$ cat src/rtl/ccs_pkg.sv
// Purpose: constants and types for the core special register block
// Assumes: 8-bit special-function space, one system clock
// Notes: shared by the register file and its arithmetic unit
package ccs_pkg;
    localparam logic [7:0] ADDR_STACK_TOP = 8'h81;
    localparam logic [7:0] ADDR_PTR_LOW = 8'h82;
    localparam logic [7:0] ADDR_PTR_HIGH = 8'h83;
    localparam logic [7:0] ADDR_STATUS = 8'hd0;
    localparam logic [7:0] ADDR_MAIN_OPERAND = 8'he0;
    localparam logic [7:0] ADDR_SECOND_OPERAND = 8'hf0;
    localparam logic [7:0] RESET_STACK_TOP = 8'h07;
    localparam logic [7:0] RESET_ZERO = 8'h00;
    localparam logic [2:0] BIT_GROUP_LOW = 3'h0;
    localparam int POS_CARRY = 7;
    localparam int POS_HALF_CARRY = 6;
    localparam int POS_USER_ZERO = 5;
    localparam int POS_BANK_HIGH = 4;
    localparam int POS_BANK_LOW = 3;
    localparam int POS_RANGE = 2;
    localparam int POS_USER_ONE = 1;
    localparam int POS_PARITY = 0;
    localparam logic [7:0] PRODUCT_LIMIT = 8'hff;

    typedef enum logic [2:0] {
        CCS_OP_ADD,
        CCS_OP_ADDC,
        CCS_OP_SUBB,
        CCS_OP_MUL,
        CCS_OP_DIV
    } ccs_op_e;
endpackage : ccs_pkg

$ cat src/rtl/ccs_alu_if.sv
// Purpose: carries operands and results between register file and arithmetic unit
// Assumes: purely combinational exchange
// Notes: none
`timescale 1ns/1ps
interface ccs_alu_if;
    import ccs_pkg::*;
    ccs_op_e op;
    logic [7:0] main_operand;
    logic [7:0] second_operand;
    logic [7:0] source;
    logic carry_in;
    logic [7:0] main_result;
    logic [7:0] second_result;
    logic writes_second;
    logic carry_flag;
    logic half_carry_flag;
    logic arith_range_flag;

    modport regs (output op, main_operand, second_operand, source, carry_in,
                  input main_result, second_result, writes_second, carry_flag, half_carry_flag, arith_range_flag);
    modport alu (input op, main_operand, second_operand, source, carry_in,
                 output main_result, second_result, writes_second, carry_flag, half_carry_flag, arith_range_flag);
endinterface : ccs_alu_if

$ cat src/rtl/ccs_alu.sv
// Purpose: arithmetic on the main operand with flag results
// Assumes: divide by zero leaves both operand registers unchanged
// Notes: combinational only
`timescale 1ns/1ps
module ccs_alu
    import ccs_pkg::*;
(
    ccs_alu_if.alu bus
);
    logic [8:0] wide;
    logic [4:0] nib;
    logic [15:0] product;
    logic [7:0] a;
    logic [7:0] s;

    always_comb begin
        a = bus.main_operand;
        s = bus.source;
        wide = 9'h000;
        nib = 5'h00;
        product = 16'h0000;
        bus.main_result = a;
        bus.second_result = bus.second_operand;
        bus.writes_second = 1'b0;
        bus.carry_flag = 1'b0;
        bus.half_carry_flag = 1'b0;
        bus.arith_range_flag = 1'b0;
        case (bus.op)
            CCS_OP_ADD, CCS_OP_ADDC: begin
                wide = {1'b0, a} + {1'b0, s} + {8'h00, (bus.op == CCS_OP_ADDC) & bus.carry_in};
                nib = {1'b0, a[3:0]} + {1'b0, s[3:0]} + {4'h0, (bus.op == CCS_OP_ADDC) & bus.carry_in};
                bus.main_result = wide[7:0];
                bus.carry_flag = wide[8];
                bus.half_carry_flag = nib[4];
                bus.arith_range_flag = (a[7] == s[7]) && (wide[7] != a[7]);
            end
            CCS_OP_SUBB: begin
                wide = {1'b0, a} - {1'b0, s} - {8'h00, bus.carry_in};
                nib = {1'b0, a[3:0]} - {1'b0, s[3:0]} - {4'h0, bus.carry_in};
                bus.main_result = wide[7:0];
                bus.carry_flag = wide[8];
                bus.half_carry_flag = nib[4];
                bus.arith_range_flag = (a[7] != s[7]) && (wide[7] != a[7]);
            end
            CCS_OP_MUL: begin
                product = {8'h00, a} * {8'h00, bus.second_operand};
                bus.main_result = product[7:0];
                bus.second_result = product[15:8];
                bus.writes_second = 1'b1;
                bus.arith_range_flag = product > {8'h00, PRODUCT_LIMIT};
            end
            default: begin
                // divide: zero divisor only raises the range flag
                if (bus.second_operand == 8'h00) begin
                    bus.arith_range_flag = 1'b1;
                end else begin
                    bus.main_result = a / bus.second_operand;
                    bus.second_result = a % bus.second_operand;
                    bus.writes_second = 1'b1;
                end
            end
        endcase
    end
endmodule : ccs_alu

$ cat src/rtl/ccs_regs.sv
// Purpose: special registers of the processor core with direct-address access
// Assumes: one access per cycle; push, pop and an operation may coincide; synchronous apart from the asynchronous reset
// Notes: software write beats a core update of the same register in one cycle
`timescale 1ns/1ps
module ccs_regs
    import ccs_pkg::*;
(
    input wire logic CLK,
    input wire logic NRST,
    input wire logic [7:0] SFR_ADDR,
    input wire logic SFR_WR,
    input wire logic SFR_RD,
    input wire logic SFR_BIT,
    input wire logic [2:0] SFR_BITPOS,
    input wire logic [7:0] SFR_WDATA,
    output logic [7:0] SFR_RDATA,
    output logic SFR_HIT,
    input wire logic PUSH,
    input wire logic POP,
    input wire logic OP_VALID,
    input wire ccs_op_e OP_CODE,
    input wire logic [7:0] OP_SOURCE,
    output logic [7:0] STACK_TOP,
    output logic [15:0] INDIRECT_POINTER,
    output logic [7:0] STATUS_WORD,
    output logic [1:0] BANK_SELECT,
    output logic [7:0] MAIN_OPERAND,
    output logic [7:0] SECOND_OPERAND
);
    typedef struct packed {
        logic [7:0] stack_top_pointer;
        logic [7:0] pointer_low_byte;
        logic [7:0] pointer_high_byte;
        logic [7:0] program_status_word;
        logic [7:0] main_operand_register;
        logic [7:0] secondary_operand_register;
        logic [7:0] rdata;
        logic hit;
    } ccs_state_s;

    ccs_state_s st;
    ccs_state_s next_st;
    ccs_alu_if alu_bus ();
    logic bit_ok;
    logic [7:0] cur;
    logic [7:0] wval;
    logic known;

    ccs_alu u_alu (
        .bus(alu_bus)
    );

    assign alu_bus.op = OP_CODE;
    assign alu_bus.main_operand = st.main_operand_register;
    assign alu_bus.second_operand = st.secondary_operand_register;
    assign alu_bus.source = OP_SOURCE;
    assign alu_bus.carry_in = st.program_status_word[POS_CARRY];

    // bit access only on the 0/8 column
    assign bit_ok = SFR_ADDR[2:0] == BIT_GROUP_LOW;

    always_comb begin
        next_st = st;
        cur = 8'h00;
        known = 1'b1;
        if (SFR_ADDR == ADDR_STACK_TOP) begin
            cur = st.stack_top_pointer;
        end else if (SFR_ADDR == ADDR_PTR_LOW) begin
            cur = st.pointer_low_byte;
        end else if (SFR_ADDR == ADDR_PTR_HIGH) begin
            cur = st.pointer_high_byte;
        end else if (SFR_ADDR == ADDR_STATUS) begin
            cur = st.program_status_word;
        end else if (SFR_ADDR == ADDR_MAIN_OPERAND) begin
            cur = st.main_operand_register;
        end else if (SFR_ADDR == ADDR_SECOND_OPERAND) begin
            cur = st.secondary_operand_register;
        end else begin
            known = 1'b0;
        end
        // bit write merges one bit into the current byte
        wval = SFR_WDATA;
        if (SFR_BIT) begin
            wval = cur;
            wval[SFR_BITPOS] = SFR_WDATA[0];
        end

        // core actions first, software write may then override
        if (PUSH) begin
            next_st.stack_top_pointer = st.stack_top_pointer + 8'h01;
        end else if (POP) begin
            next_st.stack_top_pointer = st.stack_top_pointer - 8'h01;
        end
        if (OP_VALID) begin
            next_st.main_operand_register = alu_bus.main_result;
            if (alu_bus.writes_second) begin
                next_st.secondary_operand_register = alu_bus.second_result;
            end
            // user flags and bank select are left alone
            next_st.program_status_word[POS_CARRY] = alu_bus.carry_flag;
            next_st.program_status_word[POS_HALF_CARRY] = alu_bus.half_carry_flag;
            next_st.program_status_word[POS_RANGE] = alu_bus.arith_range_flag;
        end

        // a bit access to a byte-only address is dropped
        if (SFR_WR && known && (!SFR_BIT || bit_ok)) begin
            if (SFR_ADDR == ADDR_STACK_TOP) begin
                next_st.stack_top_pointer = wval;
            end else if (SFR_ADDR == ADDR_PTR_LOW) begin
                next_st.pointer_low_byte = wval;
            end else if (SFR_ADDR == ADDR_PTR_HIGH) begin
                next_st.pointer_high_byte = wval;
            end else if (SFR_ADDR == ADDR_STATUS) begin
                next_st.program_status_word[7:1] = wval[7:1];
            end else if (SFR_ADDR == ADDR_MAIN_OPERAND) begin
                next_st.main_operand_register = wval;
            end else begin
                next_st.secondary_operand_register = wval;
            end
        end

        // parity follows the operand value it will sit beside
        next_st.program_status_word[POS_PARITY] = ^next_st.main_operand_register;

        next_st.rdata = 8'h00;
        next_st.hit = 1'b0;
        if (SFR_RD && known && (!SFR_BIT || bit_ok)) begin
            next_st.hit = 1'b1;
            if (SFR_BIT) begin
                next_st.rdata = {7'h00, cur[SFR_BITPOS]};
            end else begin
                next_st.rdata = cur;
            end
        end
    end

    always_ff @(posedge CLK or negedge NRST) begin
        if (!NRST) begin
            st.stack_top_pointer <= RESET_STACK_TOP;
            st.pointer_low_byte <= RESET_ZERO;
            st.pointer_high_byte <= RESET_ZERO;
            st.program_status_word <= RESET_ZERO;
            st.main_operand_register <= RESET_ZERO;
            st.secondary_operand_register <= RESET_ZERO;
            st.rdata <= RESET_ZERO;
            st.hit <= 1'b0;
        end else begin
            st <= next_st;
        end
    end

    assign SFR_RDATA = st.rdata;
    assign SFR_HIT = st.hit;
    assign STACK_TOP = st.stack_top_pointer;
    assign INDIRECT_POINTER = {st.pointer_high_byte, st.pointer_low_byte};
    assign STATUS_WORD = st.program_status_word;
    assign BANK_SELECT = st.program_status_word[POS_BANK_HIGH:POS_BANK_LOW];
    assign MAIN_OPERAND = st.main_operand_register;
    assign SECOND_OPERAND = st.secondary_operand_register;
endmodule : ccs_regs

$ cat config.mk
export PLATFORM = sky130hd
export DESIGN_NAME = ccs_regs
export DESIGN_NICKNAME = d
export VERILOG_FILES = /design/src/rtl/ccs_pkg.sv /design/src/rtl/ccs_alu_if.sv /design/src/rtl/ccs_alu.sv /design/src/rtl/ccs_regs.sv
export SDC_FILE = /design/constraint.sdc
export NUM_CORES = 1
export LEC_CHECK = 0
export BUFFER_PORTS_ARGS = -buffer_cell sky130_fd_sc_hd__buf_2
export CORE_ASPECT_RATIO = 1.25
export CORE_UTILIZATION = 55
export CTS_CLUSTER_SIZE = 40
export DETAILED_ROUTE_END_ITERATION = 6
export GPL_TIMING_DRIVEN = 0
export PLACE_DENSITY = 0.79
export SETUP_SLACK_MARGIN = 0.02
export SLEW_MARGIN = 20
export SYNTH_ARGS = -nofsm -noshare
export SYNTH_HDL_FRONTEND = slang
export SYNTH_SLANG_ARGS = --single-unit
$ cat constraint.sdc
create_clock -name CLK -period 12.32 [get_ports CLK]
set_input_delay 1.848 -clock CLK [delete_from_list [all_inputs] [get_ports CLK]]
set_output_delay 1.848 -clock CLK [all_outputs]
set_load 0.005 [all_outputs]
# Word-level counts from Yosys, hierarchy flattened
# Index checks and enable logic that the tools add are counted.
word_totals:
  register_bits: 57
  in_bits: 38
  output_inout_bits: 59
  wordCells: 111
classes:
  add_sub_neg: 10
  mul: 1
  n_div: 2
  order_cmp: 3
  n_eq_ne: 13
  muxes: 51
  bitwise: 4
  n_reduce_logical: 18
op_table:
  columns: ["operator", "n"]
  rows:
  - ["two-way mux 8 bit", 18]
  - ["two-way mux 16 bit", 6]
  - ["equality test 8 bit (second input constant)", 6]
  - ["two-way mux 31 bit", 1]
  - ["case mux 8 bit (3 select lines)", 1]
  - ["two-way mux 23 bit", 1]
  - ["greater-than comparator 16 x 8 -> 1 bit (second input constant)", 1]
  - ["multiplier 8 x 8 -> 16 bit", 1]
  - ["case mux 8 bit (2 select lines)", 1]
  - ["two-way mux 15 bit", 1]
  - ["two-way mux 7 bit", 2]
  - ["two-way mux 1 bit", 11]
  - ["adder 8 x 8 -> 9 bit", 1]
  - ["adder 9 x 1 -> 9 bit", 1]
  - ["two-way mux 9 bit", 1]
  - ["subtractor 8 x 8 -> 9 bit", 1]
  - ["subtractor 9 x 1 -> 9 bit", 1]
  - ["adder 8 x 1 -> 8 bit (second input constant)", 1]
  - ["bitwise mux 8 bit", 1]
  - ["divider 8 x 8 -> 8 bit", 1]
  - ["logical NOT 8 bit", 1]
  - ["modulo 8 x 8 -> 8 bit", 1]
  - ["parity 8 bit", 1]
  - ["subtractor 8 x 1 -> 8 bit (second input constant)", 1]
  - ["other kinds (26)", 40]

# Logic depth before layout (Yosys ltp)
depth:
  ltp_word: 16
  depth_mapped: 53
  depth_no_buf: 50

# By module
# Synthesis repeated with hierarchy kept, for this count alone.
unflattened:
  hier_cells: 1077
  area_unflattened_um2: 8961.1
modules_own_cells:
  columns: ["module", "instances", "cells_per_inst", "area_per_inst_um2", "seq_area_each_um2"]
  rows:
  - ["ccs_alu", 1, 712, 5396.4, 0.0]
  - ["ccs_regs", 1, 365, 3564.7, 1430.1]

# Least setup slack after synthesis
# Ideal clock, no wire load.
synth_path:
  path_kind: "reg-to-reg"
  startpoint: "register st (netlist bit SECOND_OPERAND[7])"
  endpoint: "register st (netlist bit STATUS_WORD[0])"
  arrival_time_ns: 12.254
  path_slack_ns: -0.067
  path_stages_with_launch: 49
  period_less_slack_ns: 12.387
  cell_sequence: "dfrtp_1 buf_2 or4_4 nor4_1 a21oi_1 ha_1 a21oi_1 or4_1 a22oi_1 ha_1 o21a_1 o21a_1 o21ai_0 nor3_1 or3_1 ha_1 a21boi_0 o21a_1 (+13 left out) inv_1 ha_1 o21a_1 o21ai_0 a211oi_1 or2_2 clkbuf_1 o21ai_0 ha_1 nor2b_1 o21ai_0 a21oi_1 o311ai_0 nand2_1 a222oi_1 mux2_2 a311oi_1 xnor3_1"
synth_lines:
  columns: ["item", "line_no", "text"]
  rows:
  - ["from (decl)", "ccs_regs.sv:41", "ccs_state_s st;"]
  - ["from (signal assigned)", "ccs_regs.sv:148", "st <= next_st;"]

==> run_results.csv <==
group,metric,value,unit
status,status,"finished clean",
logic_synthesis,synthArstFlopShare,1.00,
layout,n_antenna_cell,0,
floorplanning,rows,50,
timing,fmax,0.0841,GHz
hold_path,min_delay_worst_endpoint,"INDIRECT_POINTER[8]",
worst_setup_path,arrival,12100,ps
worst_setup_path,path_buf_inv,3,
global_routing,grtUsageTotal,0.357,
hold_path,hp-start,"INDIRECT_POINTER[8]",
place,numPortBuffers,93,
clock_tree,worstSkewPairLatency,330,ps
timing,drv_slew,0,
worst_setup_path,cpPeakStageDelay,580,ps
timing,post-route-min-period,11890,ps
global_routing,grt_pass1_vias,8762,
floorplanning,coreArea,15000,sq um
timing,finalSetupViolCount,0,
clock_tree,cts_tree,"done",
clock_tree,clk_pin_slew,60,ps
worst_setup_path,crit_path_top_delay_cell,"or4_4",
route,drt_iter0_markers,796,
place,place_ws,-2030,ps
timing,worst_pin_slew,1070,ps
worst_setup_path,startpoint_type,"flop",
worst_setup_path,worstSetupPathType,"reg2reg",
timing,worst_slack,433,ps
route,wire_per_inst,20.6,um
route,drt-vias-per-instance,6.44,
clock_tree,cts-buffers-inserted,9,
logic_synthesis,yosys_warnings,0,
logic_synthesis,ys_seq_area_frac,0.169,
route,drt_wl_total,28400,um
logic_synthesis,synth_edf_count,0,
clock_tree,clk_path_buf_depth,2,
worst_setup_path,reg2reg_depth,48,
global_routing,grt_pass1_wl,44100,um
worst_setup_path,cp_top_family,"simple AND/OR/NAND/NOR gates",
logic_synthesis,syn_nets,1245,
timing,finClkSkew,9.30,ps
layout,design_area,9930,sq um
route,ant_nets,0,
clock_tree,root_buffer,"clkbuf_16",
layout,nets,1372,
floorplanning,design.die.area,15900,sq um
timing,hold_viol_final,0,
route,dr.pass1.iters,6,
logic_synthesis,yosysUniqueCellTypes,79,
layout,drive_above_1_share,0.195,
clock_tree,htreeDepth,3,
global_routing,grt_max_degree,58,
clock_tree,cts_num_sinks,57,
floorplanning,die_w,113,um
route,vias,8884,
layout,post-route-util,0.661,
timing,whs,523,ps
route,drc,0,
job,drv_cap,0,
worst_setup_path,cp_max_fo,8,
place,gp_congestion,0.998,
timing,rsz0062_at_grt,"false",
worst_setup_path,reg2reg_from,"SECOND_OPERAND[7]",
floorplanning,initial_utilization,0.565,
logic_synthesis,syn_inst,1066,
place,dpl_cell_area,9190,sq um
logic_synthesis,ys_dominant_reg_cell,"dfrtp_1",
timing,fin_crit_sh,0.965,
hold_path,hold-path-cell-count,2,
logic_synthesis,synth_seq_cells,57,
worst_setup_path,crit_required,12540,ps
global_routing,antenna_found_initial,0,
worst_setup_path,r2r_slack,430,ps
logic_synthesis,syn_avg_cell_area,7.96,sq um
layout,area_delta_synth_final,17.0,%
logic_synthesis,synth_area,8480,sq um
floorplanning,io_pins,97,
global_routing,gr-total-overflow,0,
place,hpwl,21700,um
floorplanning,die_y,141,um
worst_setup_path,cp-end-kind,"flop",
hold_path,hold_class,"reg2reg",
worst_setup_path,r2r_end,"SECOND_OPERAND[3]",
timing,slew-limit-headroom,0.284,
per-layer routing:
layer	routed length (um)	GRT usage	up-vias
li1	-	-	4037
met1	10800	0.406	4210
met2	13600	0.621	497
met3	2220	0.0610	140
met4	1810	0.225	0
met5	0	0	-
state kept, by name, summed over array words and instances (netlist names):
signal            flops
INDIRECT_POINTER     16
SFR_HIT               1
SECOND_OPERAND        8
STATUS_WORD           8
MAIN_OPERAND          8
SFR_RDATA             8
STACK_TOP             8
logic make-up (layout without fill, tap and decap cells):
family	Yosys count	in the layout	share of synthesized area
and+or+nand+nor	353	353	0.198
AOI/OAI and AO/OA	279	279	0.217
buffers and inverters	150	282	0.0699
adders and majority gates	141	141	0.244
DFF	57	57	0.169
xor gates and xnor gates	46	46	0.0507
muxes	40	40	0.0515
final cells by class:
class                   instances  area [sq um]
flip-flops and latches         57          1440
inverters                      98           377
multi-input cells             859          6700
fillers                      1327          5090
clock inverters                 5          56.3
clock buffers                  11           243
plain buffers                  49           225
repair buffers                119           663
well taps                     182           228
Yosys cell counts, types with 19 or more instances:
library cell / number / area, sq um
a22oi_1: 21 / 158
o22ai_1: 19 / 119
nor2_1: 109 / 409
ha_1: 100 / 1250
dfrtp_1: 54 / 1350
nand2_1: 107 / 402
xnor2_1: 31 / 272
o21a_1: 20 / 150
mux2_2: 23 / 259
nor3_1: 26 / 130
fa_1: 41 / 821
a21oi_1: 65 / 325
o21ai_0: 57 / 285
clkbuf_1: 38 / 143
inv_1: 96 / 360
how the worst max path moves through the flow:
stage,start,end,slack (ps),cells after the start
floorplan,SECOND_OPERAND[7],STATUS_WORD[0],70,48
global placement,SECOND_OPERAND[1],STATUS_WORD[0],-1940,48
detailed placement,SECOND_OPERAND[1],STATUS_WORD[0],-2030,48
CTS,SECOND_OPERAND[7],STATUS_WORD[0],30,49
global route,SECOND_OPERAND[7],SECOND_OPERAND[3],40,48
finish,SECOND_OPERAND[7],SECOND_OPERAND[3],430,48
metrics by stage:
step / cells / TNS [ps]
floorplan: 1066 / 0
global placement: 1341 / -11860
detailed placement: 1341 / -12440
CTS: 1365 / 0
global route: 1380 / 0
finish: 1380 / 0
tightest hold or removal path, delay by kind of cell, from the launching register on:
family | cells | cell delay [ps]
AND/OR/NAND/NOR | 1 | 60
AO/OA/AOI/OAI | 1 | 60
flip-flops | 1 | 370
cell usage in the layout, fill, tap and decap left out, types with 8 or more instances in the layout:
master	instances
nor2b_1	16
clkbuf_16	9
o22ai_1	19
ha_1	96
xor2_1	13
buf_2	97
mux2i_1	14
fa_1	41
o211ai_1	9
xnor2_1	31
nand3_1	16
mux2_2	23
o21a_1	18
nand2b_1	9
a22oi_1	20
and3_1	11
buf_4	31
inv_1	95
a31oi_1	8
clkbuf_1	32
nand2_1	106
nor2_1	105
nor3_1	24
dfrtp_1	50
a21oi_1	59
o21ai_0	50
repair_timing:
action,in CTS,in global routing
buffers inserted,10,16
pin swaps,7,19
hold buffers,0,0
endpoints found under the setup margin,10,9
resized for setup,35,36
Power is left out: the tool's default activity adds up to more than one toggle a clock period on the data nets, which glitch-free logic cannot reach.
